<file path="src/dpg_params.svh">
// Register map, reset values and field positions for the dual GPIO port
// Behaviour
// - Port A keeps one data latch per pin; reset leaves it unchanged.
// - Port A direction bit 1 enables the output driver, 0 makes an input.
// - Reset clears all port A direction bits.
// - Port A data read gives latch for outputs, pin level for inputs.
// - Data latch writes always land; inputs still read the pin.
// - Port A pull-up on only when its enable is 1 and direction is 0.
// - Output direction disables pull-up without changing the stored enable.
// - RC option: reuse bit 1 makes oscillator pin GPIO 6, 0 outputs RC clock.
// - Reuse bit is read/write but inert with the crystal option.
// - Key interrupt enable bits turn port A pins into interrupt inputs.
// - The port A option bit and the serial enable together hand port A pins 2 and 3 to the two-wire serial block.
// - Port B keeps one data latch per pin; reset leaves it unchanged.
// - Port B direction bit 1 enables the output driver, 0 disables it.
// - Reset clears all port B direction bits.
// - Port B data read gives latch for outputs, pin level for inputs.
`ifndef DPG_PARAMS_SVH
`define DPG_PARAMS_SVH
`define DPG_ADDR_W        8
`define DPG_OFF_PA_DATA   8'h00
`define DPG_OFF_PB_DATA   8'h01
`define DPG_OFF_PA_DIR    8'h04
`define DPG_OFF_PB_DIR    8'h05
`define DPG_OFF_PA_PUE    8'h0D
`define DPG_OFF_PIN7_PUE  8'h0E
`define DPG_DIR_RST       8'h00
`define DPG_PUE_RST       8'h00
`define DPG_PIN7_RST      8'h00
`define DPG_REUSE_BIT     7
`define DPG_OSC_PIN       6
`define DPG_TW_SDA_PIN    2
`define DPG_TW_SCL_PIN    3
`define DPG_SYNC_STAGES   2
`endif

</file>
<file path="src/dpg_pkg.sv">
// Types shared by the dual GPIO port modules
package dpg_pkg;
  typedef logic [7:0] dpg_byte_t;
  typedef enum logic [2:0] {
    DPG_SEL_NONE,
    DPG_SEL_PA_DATA,
    DPG_SEL_PB_DATA,
    DPG_SEL_PA_DIR,
    DPG_SEL_PB_DIR,
    DPG_SEL_PA_PUE,
    DPG_SEL_PIN7_PUE
  } dpg_sel_e;
endpackage : dpg_pkg

</file>
<file path="src/dpg_sync.sv">
// Two-flop synchroniser for a vector of pin levels
`timescale 1ns/1ps
module dpg_sync #(
  parameter int WIDTH = 8
) (
  // Clock and reset
  input  wire logic             ref_clk,
  input  wire logic             rstn,
  input  wire logic             clk_en,
  // Data
  input  wire logic [WIDTH-1:0] async_in,
  output logic      [WIDTH-1:0] sync_out
);
  logic [WIDTH-1:0] meta_r;

  // First stage feeds only the second
  always_ff @(posedge ref_clk or negedge rstn) begin
    if (!rstn) begin
      meta_r   <= '0;
      sync_out <= '0;
    end else if (clk_en) begin
      meta_r   <= async_in;
      sync_out <= meta_r;
    end
  end
endmodule : dpg_sync

</file>
<file path="src/dpg_pin_mux.sv">
// Per-pin read multiplexer: latch for outputs, pin for inputs
`timescale 1ns/1ps
module dpg_pin_mux #(
  parameter int WIDTH = 8
) (
  // Selection
  input  wire logic [WIDTH-1:0] dir,
  input  wire logic [WIDTH-1:0] latch,
  input  wire logic [WIDTH-1:0] pin,
  // Result
  output logic      [WIDTH-1:0] rd
);
  assign rd = (dir & latch) | (~dir & pin);
endmodule : dpg_pin_mux

</file>
<file path="src/dpg_gpio.sv">
// Dual 8-bit GPIO port with port A pull-ups, overrides and register port
//
// Implementation choice: the address-and-strobe port.
`timescale 1ns/1ps
`include "dpg_params.svh"
module dpg_gpio #(
  parameter int WIDTH = 8
) (
  // Clock, reset, enable
  input  wire logic                   ref_clk,
  input  wire logic                   rstn,
  input  wire logic                   clk_en,
  // Register port
  input  wire logic [`DPG_ADDR_W-1:0] addr,
  input  wire logic [7:0]             wdata,
  input  wire logic                   wr_stb,
  input  wire logic                   rd_stb,
  output logic      [7:0]             rdata,
  // Option straps
  input  wire logic                   rc_osc_sel,
  input  wire logic                   tw_on_port_a,
  input  wire logic                   tw_enable,
  input  wire logic [WIDTH-1:0]       key_irq_pin_enable,
  // Two-wire serial override for port A pins 2 and 3, RC clock for pin 6
  input  wire logic                   tw_sda_o,
  input  wire logic                   tw_sda_oe,
  input  wire logic                   tw_scl_o,
  input  wire logic                   tw_scl_oe,
  input  wire logic                   rc_clock_output,
  // Port A pins
  input  wire logic [WIDTH-1:0]       pa_i,
  output logic      [WIDTH-1:0]       pa_o,
  output logic      [WIDTH-1:0]       pa_oe,
  output logic      [WIDTH-1:0]       pa_pullup,
  // Port B pins
  input  wire logic [WIDTH-1:0]       pb_i,
  output logic      [WIDTH-1:0]       pb_o,
  output logic      [WIDTH-1:0]       pb_oe,
  // Hooks to shared modules
  output logic      [WIDTH-1:0]       key_irq_level,
  output logic      [WIDTH-1:0]       key_irq_active,
  output logic                        tw_sda_i,
  output logic                        tw_scl_i
);
  logic [WIDTH-1:0] port_a_latch;
  logic [WIDTH-1:0] port_b_latch;
  logic [WIDTH-1:0] port_a_direction_bits;
  logic [WIDTH-1:0] port_b_direction_bits;
  logic [WIDTH-1:0] port_a_pullup_bits;
  logic [7:0]       pin7_pullup_reg;
  logic [WIDTH-1:0] pa_sync;
  logic [WIDTH-1:0] pb_sync;
  logic [WIDTH-1:0] pa_rd;
  logic [WIDTH-1:0] pb_rd;
  logic             osc_pin_reuse_select;
  logic             osc_gpio;
  logic             tw_take;
  dpg_pkg::dpg_sel_e sel;

  function automatic dpg_pkg::dpg_sel_e dec(input logic [7:0] a);
    case (a)
      `DPG_OFF_PA_DATA:  dec = dpg_pkg::DPG_SEL_PA_DATA;
      `DPG_OFF_PB_DATA:  dec = dpg_pkg::DPG_SEL_PB_DATA;
      `DPG_OFF_PA_DIR:   dec = dpg_pkg::DPG_SEL_PA_DIR;
      `DPG_OFF_PB_DIR:   dec = dpg_pkg::DPG_SEL_PB_DIR;
      `DPG_OFF_PA_PUE:   dec = dpg_pkg::DPG_SEL_PA_PUE;
      `DPG_OFF_PIN7_PUE: dec = dpg_pkg::DPG_SEL_PIN7_PUE;
      default:           dec = dpg_pkg::DPG_SEL_NONE;
    endcase
  endfunction : dec

  assign sel = dec(addr);
  assign osc_pin_reuse_select = pin7_pullup_reg[`DPG_REUSE_BIT];

  // Latches have no reset on purpose: contents survive reset
  always_ff @(posedge ref_clk) begin
    if (clk_en && wr_stb && sel == dpg_pkg::DPG_SEL_PA_DATA) begin
      port_a_latch <= wdata[WIDTH-1:0];
    end
  end

  always_ff @(posedge ref_clk) begin
    if (clk_en && wr_stb && sel == dpg_pkg::DPG_SEL_PB_DATA) begin
      port_b_latch <= wdata[WIDTH-1:0];
    end
  end

  always_ff @(posedge ref_clk or negedge rstn) begin
    if (!rstn) begin
      port_a_direction_bits <= `DPG_DIR_RST;
    end else if (clk_en && wr_stb && sel == dpg_pkg::DPG_SEL_PA_DIR) begin
      port_a_direction_bits <= wdata[WIDTH-1:0];
    end
  end

  always_ff @(posedge ref_clk or negedge rstn) begin
    if (!rstn) begin
      port_b_direction_bits <= `DPG_DIR_RST;
    end else if (clk_en && wr_stb && sel == dpg_pkg::DPG_SEL_PB_DIR) begin
      port_b_direction_bits <= wdata[WIDTH-1:0];
    end
  end

  always_ff @(posedge ref_clk or negedge rstn) begin
    if (!rstn) begin
      port_a_pullup_bits <= `DPG_PUE_RST;
    end else if (clk_en && wr_stb && sel == dpg_pkg::DPG_SEL_PA_PUE) begin
      port_a_pullup_bits <= wdata[WIDTH-1:0];
    end
  end

  // Reuse bit stored even with crystal option so software reads it back
  always_ff @(posedge ref_clk or negedge rstn) begin
    if (!rstn) begin
      pin7_pullup_reg <= `DPG_PIN7_RST;
    end else if (clk_en && wr_stb && sel == dpg_pkg::DPG_SEL_PIN7_PUE) begin
      pin7_pullup_reg <= wdata;
    end
  end

  dpg_sync #(.WIDTH(WIDTH)) u_sync_a (
    .ref_clk  (ref_clk),
    .rstn     (rstn),
    .clk_en   (clk_en),
    .async_in (pa_i),
    .sync_out (pa_sync)
  );

  dpg_sync #(.WIDTH(WIDTH)) u_sync_b (
    .ref_clk  (ref_clk),
    .rstn     (rstn),
    .clk_en   (clk_en),
    .async_in (pb_i),
    .sync_out (pb_sync)
  );

  dpg_pin_mux #(.WIDTH(WIDTH)) u_mux_a (
    .dir   (port_a_direction_bits),
    .latch (port_a_latch),
    .pin   (pa_sync),
    .rd    (pa_rd)
  );

  dpg_pin_mux #(.WIDTH(WIDTH)) u_mux_b (
    .dir   (port_b_direction_bits),
    .latch (port_b_latch),
    .pin   (pb_sync),
    .rd    (pb_rd)
  );

  // Read data valid only in the cycle after the strobe
  always_ff @(posedge ref_clk or negedge rstn) begin
    if (!rstn) begin
      rdata <= 8'h00;
    end else if (clk_en) begin
      rdata <= 8'h00;
      if (rd_stb) begin
        case (sel)
          dpg_pkg::DPG_SEL_PA_DATA:  rdata <= pa_rd;
          dpg_pkg::DPG_SEL_PB_DATA:  rdata <= pb_rd;
          dpg_pkg::DPG_SEL_PA_DIR:   rdata <= port_a_direction_bits;
          dpg_pkg::DPG_SEL_PB_DIR:   rdata <= port_b_direction_bits;
          dpg_pkg::DPG_SEL_PA_PUE:   rdata <= port_a_pullup_bits;
          dpg_pkg::DPG_SEL_PIN7_PUE: rdata <= pin7_pullup_reg;
          default:                   rdata <= 8'h00;
        endcase
      end
    end
  end

  // Pin 6 is GPIO with crystal option or when reuse is set
  assign osc_gpio = !rc_osc_sel || osc_pin_reuse_select;
  assign tw_take  = tw_on_port_a && tw_enable;

  always_comb begin
    pa_o  = port_a_latch;
    pa_oe = port_a_direction_bits;
    if (rc_osc_sel && !osc_pin_reuse_select) begin
      pa_o[`DPG_OSC_PIN]  = rc_clock_output;
      pa_oe[`DPG_OSC_PIN] = 1'b1;
    end
    // Serial block wins over keyboard and port logic on its pins
    if (tw_take) begin
      pa_o[`DPG_TW_SDA_PIN]  = tw_sda_o;
      pa_oe[`DPG_TW_SDA_PIN] = tw_sda_oe;
      pa_o[`DPG_TW_SCL_PIN]  = tw_scl_o;
      pa_oe[`DPG_TW_SCL_PIN] = tw_scl_oe;
    end
  end

  always_comb begin
    pa_pullup = port_a_pullup_bits & ~port_a_direction_bits;
    if (!osc_gpio) begin
      pa_pullup[`DPG_OSC_PIN] = 1'b0;
    end
  end

  assign pb_o  = port_b_latch;
  assign pb_oe = port_b_direction_bits;

  always_comb begin
    key_irq_active = key_irq_pin_enable;
    if (!osc_gpio) begin
      key_irq_active[`DPG_OSC_PIN] = 1'b0;
    end
    if (tw_take) begin
      key_irq_active[`DPG_TW_SDA_PIN] = 1'b0;
      key_irq_active[`DPG_TW_SCL_PIN] = 1'b0;
    end
  end

  assign key_irq_level = pa_sync;
  assign tw_sda_i      = pa_sync[`DPG_TW_SDA_PIN];
  assign tw_scl_i      = pa_sync[`DPG_TW_SCL_PIN];

  // Assertions
  // Data latches have no reset, so hold checks wait for a first write
  logic [WIDTH-1:0] pa_lat_prev_r;
  logic [WIDTH-1:0] pb_lat_prev_r;
  logic             pa_seen_r;
  logic             pb_seen_r;

  always_ff @(posedge ref_clk) begin
    pa_lat_prev_r <= port_a_latch;
  end

  always_ff @(posedge ref_clk) begin
    pb_lat_prev_r <= port_b_latch;
  end

  // Left unknown until a first write, so no reset can fake one
  always_ff @(posedge ref_clk) begin
    if (clk_en && wr_stb && sel == dpg_pkg::DPG_SEL_PA_DATA) begin
      pa_seen_r <= 1'b1;
    end
  end

  always_ff @(posedge ref_clk) begin
    if (clk_en && wr_stb && sel == dpg_pkg::DPG_SEL_PB_DATA) begin
      pb_seen_r <= 1'b1;
    end
  end
endmodule : dpg_gpio

</file>
<file path="config.mk">
export PLATFORM = sky130hd
export DESIGN_NAME = dpg_gpio
export DESIGN_NICKNAME = d
export VERILOG_FILES = /design/src/dpg_pkg.sv /design/src/dpg_sync.sv /design/src/dpg_pin_mux.sv /design/src/dpg_gpio.sv
export VERILOG_INCLUDE_DIRS = /design/src
export SDC_FILE = /design/constraint.sdc
export NUM_CORES = 1
export LEC_CHECK = 0
export BUFFER_PORTS_ARGS = -buffer_cell sky130_fd_sc_hd__buf_2
export CORE_MARGIN = 4
export CORE_UTILIZATION = 34
export CTS_CLUSTER_SIZE = 30
export DETAILED_ROUTE_END_ITERATION = 6
export HOLD_SLACK_MARGIN = 0.05
export SETUP_SLACK_MARGIN = 0.5
export SYNTH_ARGS = -nofsm -noshare
export SYNTH_HDL_FRONTEND = slang
export SYNTH_SLANG_ARGS = --single-unit
</file>
<file path="constraint.sdc">
create_clock -name ref_clk -period 1.35 [get_ports ref_clk]
set_clock_uncertainty 0.05 [all_clocks]
set_input_delay 0.135 -clock ref_clk [delete_from_list [all_inputs] [get_ports ref_clk]]
set_output_delay 0.135 -clock ref_clk [all_outputs]
set_load 0.02 [all_outputs]
</file>
==> results of run 1 <==
[where the power goes]
group	internal [mW]	switching, mW
Clock	1.42	1.02
Combinational	0.682	0.501
Sequential	2.86	0.122
[cells in the mapped netlist, types with 4 or more instances]
library cell  number
buf_2              4
nor3b_1            6
o221ai_1           8
a22oi_1            5
nand2b_1          13
o21ai_0           13
clkbuf_1           6
edfxtp_1          16
buf_4             17
nand2_1            7
mux2_2            69
nor2b_1            8
dfrtp_1           72
o22a_1             5
a21oi_1            8
mux2i_1           11
buf_1              4
[cells in the final DEF (no fill, tap or decap), types with 4 or more instances in the layout]
cell type	netlist	layout
nor2b_2	0	4
buf_2	4	44
buf_6	0	86
buf_4	17	47
edfxtp_1	16	16
mux2i_1	11	11
clkbuf_16	0	9
nor2b_4	0	4
o21ai_1	0	5
nand2_1	7	6
mux2_2	69	6
a21oi_1	8	5
dlymetal6s4s_1	0	10
o22a_1	5	5
buf_12	0	4
dfrtp_2	0	15
o21ai_2	0	4
o21ai_0	13	4
dlygate4sd3_1	0	5
dfrtp_1	72	57
mux2_4	0	63
o221ai_2	0	5
clkinv_2	0	4
a22oi_2	0	4
nand2b_1	13	10
[worst paths after layout]
check / to / depth (start not counted) / slack, ns
min reg2reg: u_sync_b.sync_out[5] / 1 / 0.46
min in group ref_clk: u_sync_b.meta_r[6] / 2 / -0.02
max: pa_o[6] / 3 / -0.15
max reg2reg: rdata[1] / 4 / -0.07
max in group asynchronous: u_sync_a.sync_out[2] / 2 / 1.03
min: u_sync_a.meta_r[0] / 1 / -0.33
[worst max-delay path: stages, from the launching register on]
cell	delay, ns
dfrtp_1	0.40
nand2b_4	0.16
mux2_4	0.30
buf_6	0.13
[cell type report]
| class | instances | area share [%] |
|---|---|---|
| Timing Repair Buffer | 196 | 26.8 |
| Multi-Input combinational cell | 186 | 31.9 |
| Inverter | 2 | 0.112 |
| Clock buffer | 9 | 3.35 |
| Sequential cell | 88 | 34.3 |
| Clock inverter | 7 | 0.932 |
| Tap cell | 143 | 2.66 |
[layer usage]
metal | vias to the layer above | track usage [%]
met3 | 9 | 4.58
met5 | - | 0
met1 | 1605 | 22.2
li1 | 1467 | -
met2 | 82 | 30.3
met4 | 0 | 3.81
[repair_timing]
action	in CTS	in global routing
gates resized for setup	200	30
endpoints found under the setup margin	121	139
hold buffers	14	1
buffers inserted	17	4
pin swaps	15	17
endpoints found under the hold margin	56	34
[cells by family after synthesis]
| group | count (synthesis) |
|---|---|
| multiplexers | 80 |
| flip-flops | 88 |
| AND/OR/NAND/NOR | 58 |
| buffers and inverters | 33 |
| AO/OA/AOI/OAI | 48 |
==> results by group, run 1 <==
STA
  – Slew HR: between 70% and 80%
  – Period minus WS final: ~1.5 ns
  – Fmax: between 0.6 and 0.7 GHz
  – Slew at the pin closest to its max-slew limit: around 0.4 ns
  – Finish-stage setup viols: 28
  – Crit share post-route: 111%
  – RSZ-0062 raised after global routing: yes
  – Final Hold Slack: -0.329 ns
  – Setup ws final: -0.152 ns
  – Pins over their slew limit: 0
  – Final TNS setup: -1.46 ns
  – Hold Violations, Final: 33

Detailed routing
  – First-pass iteration count of the detailed router: 4
  – Vias per inst: ~5
  – Initial detailed-routing violation count: 110
  – Total wire length: 12.2 mm
  – Number of nets with antenna violations after routing: 0
  – Wl on met1: between 5 and 6 mm
  – Highest routed layer: met4
  – Final routed DRC violation total: 0
  – Vias: around 3200
  – WL met3: 556 µm
  – Wire length on met2: ~6.3 mm
  – WL/cell: between 15 and 20 µm

Clocking
  – Clock transition at path regs: about 0.060 ns
  – Maximum clock path buffer count: 2
  – Latest clock arrival within the worst-skew pair: 0.34 ns
  – Clock Root Buffer: clkbuf_16
  – CTS tree: built
  – Sink Count: between 80 and 90
  – CTS buffer count: 9
  – H-tree lvl count: 3

Synth
  – Synthesized instance count: 307
  – Synthesized area: between 4000 and 5000 µm²
  – Largest cells by area after synthesis: dfrtp_1 44%, mux2_2 19%, edfxtp_1 12%
  – Syn nets: 360
  – Top cell type by total area after synthesis: dfrtp_1
  – Synth Area in Adders: 0%
  – Sequential-to-total area share from yosys stat: a little under three fifths
  – Synth cell types: 36
  – Async set or reset register ratio after synthesis: between 80% and 90%
  – Number of synthesized register bits: 88
  – Largest family of logic cells by synthesized area: multiplexers
  – Post-synth EDFFs: 16
  – Synthesized area per cell: ~13 µm²
  – Xor and xnor area share after synthesis: 0%
  – Mux contribution to synthesized area: between 20% and 30%
  – Compound-Gate Fraction of Synth Area: 7.86%
  – Synth Flop Type: dfrtp_1
  – Post-Synth Simple-Gate Area: around a tenth
  – YS warnings: 0
  – Yosys top cell area share: between 40% and 50%

Floorplanning
  – Die Width: around 120 µm
  – CORE AREA: ~12000 µm²
  – # rows: 39
  – Die Area: between 10000 and 15000 µm²
  – I/O pins: approximately 120
  – Starting density of the core: about 35%
  – Height of the die: 118 µm

Pwr
  – Peak supply drop: between 0.7 and 0.8 mV
  – Total Power: about 6.6 mW
  – Pwr Density: approximately 980 nW/µm²
  – Leak: roughly 3.2 nW

Placement
  – Post-placement setup slack: -0.438 ns
  – Placed insts: 579
  – GPL Wtd Cong: between 0.8 and 0.9
  – Final HPWL DP: 8.52 mm
  – Area post-placement: 5360 µm²
  – Port buffer count: roughly 110

Cells and area
  – Final instance area: 6720 µm²
  – Fillers: ~970
  – Area of the multi-input gates: approximately 2100 µm²
  – Area Overhead vs Synth: 62.8%
  – Post-route insts no fill: ~630
  – Final design utilization: 57.6%
  – FF/Latch Area: around 2300 µm²
  – Layout Nets: 536
  – Share of cells above drive strength 1: about two thirds
  – Ant. Diodes: 0

Critical path
  – CP max FO: 2
  – Crit path from: pin7_pullup_reg[7]
  – CP Class: reg2out
  – Crit path DAT: roughly 1.3 ns
  – Nature of the critical path startpoint: register
  – Critical Path Sink Type: primary output
  – Req. time, crit path: between 1 and 1.5 ns
  – FF-to-FF Start: pb_oe[1]

Global routing
  – Pin count of the biggest net entering global routing: 37
  – Number of global-route vias before repair: approximately 3500
  – Global route overflow: 0
  – Initial antenna violation count: 0
  – All-Layer GR Usage: between 15 and 20%
  – First-pass GRT wire length: 19.4 mm

Run
  – Max cap viols: 0

Status
  – Failing checks: hold timing, setup timing
  – Status: complete, but fails checks

Min path
  – Tightest Hold Check Type: in2async
No activity file was read; power rests on OpenSTA's default activity.
==> run 2: changes to the inputs <==
Settings changed: ABC_AREA set to 0, BUFFER_PORTS_ARGS -buffer_cell sky130_fd_sc_hd__buf_2 to -buffer_cell sky130_fd_sc_hd__buf_4, HOLD_SLACK_MARGIN 0.05 to unset.
==> results by group, run 2 (same netlist as run 1, synthesis figures left out) <==
Pwr
  – Leak: 3.09 nW
  – Total Power: ~6.5 mW
  – Combinational group share of total power: a little under a fifth
  – Switch share: around a quarter
  – Peak supply drop: between 0.7 and 0.8 mV
  – Pwr Density: a little under 1000 nW/µm²
  – Sw power: ~1.7 mW
  – P_int: 4.87 mW
  – Clock group share of total power: between 30% and 40%
  – Sequential power share: a little under half

Global routing
  – All-Layer GR Usage: 17.3%
  – First-pass GRT wire length: 19.1 mm
  – Pin count of the biggest net entering global routing: 38
  – Initial antenna violation count: 0
  – Global route overflow: 0
  – Number of global-route vias before repair: 3472

Critical path
  – FF-to-FF path depth: 4
  – Internal reg-to-reg setup slack: -0.09 ns
  – Crit path DAT: around 1.3 ns
  – Crit Reg-Reg Endpoint: rdata[6]
  – FF-to-FF Start: pb_oe[6]
  – Crit-path cells: nand2b_4 > mux2_4 > buf_6
  – Biggest cell delay along the critical path: 0.40 ns
  – CP max FO: 2
  – Nature of the critical path startpoint: register
  – Critical Path Sink Type: primary output
  – WP buf/inv: 1
  – CP Class: reg2out
  – Crit path max-delay family: flip-flops
  – Slowest-stage cell, CP: dfrtp_1
  – Req. time, crit path: between 1 and 1.5 ns

Cells and area
  – Commonest non-fill, non-tap cell in the layout: buf_6
  – Post-route insts no fill: roughly 630
  – Fillers: between 900 and 1000
  – Final instance area: around 6800 µm²
  – Area Overhead vs Synth: 64.6%
  – Layout Nets: about 530
  – Share of cells above drive strength 1: around 71%
  – Commonest non-fill, non-tap cells in the layout: 92 x buf_6, 91 x buf_4, 63 x mux2_4, 56 x dfrtp_1
  – Ant. Diodes: 0
  – Final design utilization: between 50 and 60%

Detailed routing
  – Initial detailed-routing violation count: 50
  – First-pass iteration count of the detailed router: 4
  – Vias per inst: between 4 and 5
  – Number of nets with antenna violations after routing: 0
  – Vias: around 3100
  – Final routed DRC violation total: 0
  – WL/cell: ~19 µm
  – Total wire length: 12.0 mm

STA
  – Fmax: 0.662 GHz
  – Hold Violations, Final: 42
  – Pins over their slew limit: 0
  – Slew at the pin closest to its max-slew limit: 0.414 ns
  – RSZ-0062 raised after global routing: yes
  – Slew HR: slightly above 70%
  – Setup ws final: -0.162 ns
  – Finish-stage setup viols: 21
  – Final Hold Slack: -0.331 ns
  – Period minus WS final: 1.51 ns
  – Crit share post-route: 112%

Clocking
  – Sink Count: 88
  – H-tree lvl count: 3
  – Clock Root Buffer: clkbuf_16
  – Latest clock arrival within the worst-skew pair: about 0.34 ns
  – Maximum clock path buffer count: 2
  – # hold bufs at CTS: 8
  – CTS tree: built
  – CTS buffer count: 9
  – Clock transition at path regs: ~0.070 ns

Floorplanning
  – # rows: 39
  – Height of the die: roughly 120 µm
  – Starting density of the core: 35.4%
  – I/O pins: ~120
  – CORE AREA: between 10000 and 15000 µm²
  – Die Area: between 10000 and 15000 µm²
  – Die Width: around 120 µm

Placement
  – Area post-placement: 5610 µm²
  – Final HPWL DP: ~8.3 mm
  – GPL Wtd Cong: about 0.82
  – Port buffer count: between 100 and 150
  – Post-placement setup slack: -0.431 ns
  – Placed insts: between 500 and 600

Status
  – Status: complete, but fails checks
  – Failing checks: hold timing, setup timing

Min path
  – Tightest Hold Check Type: in2async

Run
  – Max cap viols: 0
## run 2: layout make-up
class	instances	area (µm²)	share of cell area (%)
flip-flops and latches	88	2300	33.9
clock buffers	11	243	3.58
inverters	2	7.51	0.111
repair buffers	192	1820	26.8
well taps	143	179	2.64
multi-input cells	186	2200	32.5
clock inverters	5	32.5	0.479
## run 2: power by group through the flow
stage	clock [mW]	combinational, mW	sequential, mW
finish	2.33	1.22	2.99
global route	2.49	1.30	3.01
CTS	2.38	1.18	2.98
detailed placement	0	0.998	3.02
global placement	0	0.984	3.01
floorplan	0	0.532	3.05
## run 2: timing repair
action                     in CTS  in global routing
pin swaps                      23                 21
setup endpoints to repair     123                127
buffers inserted               11                 11
hold endpoints to repair       59                 43
gates resized for setup       150                 26
## run 2: metal layers
layer | vias to the layer above | global-route usage (%) | share of wire [%]
met1 | 1553 | 21.7 | 43
met2 | 82 | 29.7 | 51
met3 | 9 | 4.87 | 4.8
met4 | 0 | 4.32 | 0.82
li1 | 1458 | - | -
met5 | - | 0 | 0
## run 2: worst max path at each step
stage                  startpoint                        to  slack (ns)  cells after the start
6_report       pin7_pullup_reg[7]                   pa_o[6]       -0.16                      3
5_1_grt        pin7_pullup_reg[7]                   pa_o[6]       -0.20                      3
4_1_cts        pin7_pullup_reg[7]                   pa_o[6]       -0.17                      3
3_5_place_dp              addr[5]                  pb_oe[7]       -0.43                      7
3_3_place_gp              addr[5]  port_a_direction_bits[1]       -0.41                      7
2_1_floorplan             addr[5]  port_a_direction_bits[0]       -0.39                      4
## run 2: metrics by stage
stage	hold slack, ns	setup TNS, ns
2_1_floorplan	-0.211	-16.00
3_3_place_gp	0.0431	-19.17
3_5_place_dp	0.0469	-19.78
4_1_cts	-0.323	-1.83
5_1_grt	-0.311	-3.42
6_report	-0.331	-0.987
==> run 3: changes to the inputs <==
Settings changed: CORE_UTILIZATION 34 to 47, PLACE_DENSITY set to 0.76.
==> results by group, run 3 (same netlist as run 1, synthesis figures left out) <==
Status
  – Status: complete, but fails checks
  – Failing checks: hold timing, setup timing

Run
  – Max cap viols: 0

Cells and area
  – Ant. Diodes: 0
  – Commonest non-fill, non-tap cell in the layout: buf_6
  – Share of cells above drive strength 1: slightly below 70%
  – Layout Nets: approximately 550
  – Commonest non-fill, non-tap cells in the layout: 92 x buf_6, 89 x buf_4, 64 x mux2_4, 56 x dfrtp_1
  – Area Overhead vs Synth: 68.9%

Floorplanning
  – Die Area: approximately 10000 µm²
  – CORE AREA: 8380 µm²
  – Starting density of the core: ~50%
  – # rows: 33
  – Die Width: 102 µm
  – I/O pins: about 120
  – Height of the die: between 100 and 150 µm

Critical path
  – Crit Reg-Reg Endpoint: rdata[6]
  – Internal reg-to-reg setup slack: -0.16 ns
  – Crit path max-delay family: flip-flops
  – Crit-path cells: nand2b_4 > mux2_4 > buf_6
  – CP max FO: 2
  – CP Class: reg2out
  – FF-to-FF path depth: 4
  – Biggest cell delay along the critical path: 0.42 ns
  – Crit path from: pin7_pullup_reg[7]
  – Stages on worst setup path: 3
  – FF-to-FF Start: pb_oe[6]
  – Slowest-stage cell, CP: dfrtp_1
  – Crit path DAT: roughly 1.4 ns
  – Worst setup path end: pa_o[6]
  – WP buf/inv: 1
  – Nature of the critical path startpoint: register
  – Req. time, crit path: 1.16 ns
  – Critical Path Sink Type: primary output

Clocking
  – # hold bufs at CTS: 24
  – H-tree lvl count: 3
  – Clock transition at path regs: about 0.090 ns
  – Maximum clock path buffer count: 2
  – CTS buffer count: 9
  – Sink Count: just under 90
  – Clock Root Buffer: clkbuf_8
  – CTS tree: built
  – Latest clock arrival within the worst-skew pair: roughly 0.36 ns

STA
  – Fmax: between 0.6 and 0.7 GHz
  – Setup ws final: -0.202 ns
  – Pins over their slew limit: 0
  – Finish-stage setup viols: 44
  – Slew at the pin closest to its max-slew limit: between 0.4 and 0.5 ns
  – Final TNS setup: -2.99 ns
  – Crit share post-route: 115%
  – RSZ-0062 raised after global routing: yes
  – Final Hold Slack: -0.0259 ns
  – Slew HR: 71.8%
  – Hold Violations, Final: 6
  – Period minus WS final: 1.55 ns

Global routing
  – Initial antenna violation count: 0
  – All-Layer GR Usage: about a quarter
  – First-pass GRT wire length: just under 20 mm
  – Global route overflow: 0
  – Number of global-route vias before repair: 3639
  – Pin count of the biggest net entering global routing: 73

Detailed routing
  – Vias per inst: 5.58
  – Number of nets with antenna violations after routing: 0
  – First-pass iteration count of the detailed router: 5
  – WL/cell: ~22 µm
  – Wl on met1: 5.24 mm
  – WL met3: 756 µm
  – Initial detailed-routing violation count: around 170
  – Total wire length: roughly 13 mm
  – Wire length on met2: roughly 7.2 mm
  – Vias: roughly 3400
  – Final routed DRC violation total: 0
  – Highest routed layer: met4

Min path
  – Hold path depth: 2
  – Tightest Hold Check Type: in2reg

Placement
  – Port buffer count: between 100 and 150
  – Final HPWL DP: between 7 and 8 mm
  – GPL Wtd Cong: 0.785

Pwr
  – Pwr Density: 917 nW/µm²
  – Peak supply drop: ~1.1 mV
  – Leak: around 3.3 nW
[run 3: worst min-delay path by stage]
stage,from,slack (ns),to
3_5_place_dp,rstn,0.13,u_sync_a.meta_r[5]
3_3_place_gp,rstn,0.12,u_sync_b.meta_r[7]
6_report,pa_i[1],-0.03,u_sync_a.meta_r[1]
5_1_grt,pa_i[1],-0.03,u_sync_a.meta_r[1]
2_1_floorplan,rstn,-0.21,pb_oe[0]
4_1_cts,wdata[4],-0.03,pb_oe[4]
[run 3: repair_timing]
item,CTS,global route
pin swaps,19,14
endpoints found under the hold margin,107,9
gates resized for setup,153,35
setup endpoints to repair,122,137
gates cloned,0,1
setup buffers,23,11
[run 3: area by class of cell]
cell class                      count  area (µm²)
Fill cell                         434        1420
Sequential cell                    88        2300
Inverter                            2        7.51
Timing Repair Buffer              212        2120
Clock buffer                       11         151
Tap cell                          105         131
Multi-Input combinational cell    186        2170
Clock inverter                      5        78.8
[run 3: power by group]
group | switching [mW] | leakage [nW] | internal [mW] | total [mW]
combinational | 0.543 | 2.13 | 0.752 | 1.29
clock | 0.964 | 0.119 | 1.14 | 2.11
sequential | 0.129 | 1.05 | 2.86 | 2.99
[run 3: worst register-to-register path: cells and delay by family (launching register included)]
kind               cells  cell delay, ns
AOI/OAI and AO/OA      3            0.43
and+or+nand+nor        1            0.49
DFF                    1            0.43
[run 3: per-layer routing]
metal  vias up  track usage [%]
met2       133             45.7
li1       1505                -
met1      1738             29.5
met5         -                0
met3        21             4.89
met4         0             6.24
[run 3: through the flow]
stage          power (mW)  instance area [µm²]  utilization, %  setup WS (ns)  instances
3_3_place_gp         3.99                 5540            66.1         -0.418        534
2_1_floorplan        3.58                 4470               -         -0.391        307
3_5_place_dp         4.01                 5540            66.1         -0.455        534
4_1_cts              6.31                 6750            80.5         -0.204        597
6_report             6.39                 6970            83.1         -0.202        609
5_1_grt              6.58                 6970            83.1         -0.229        609
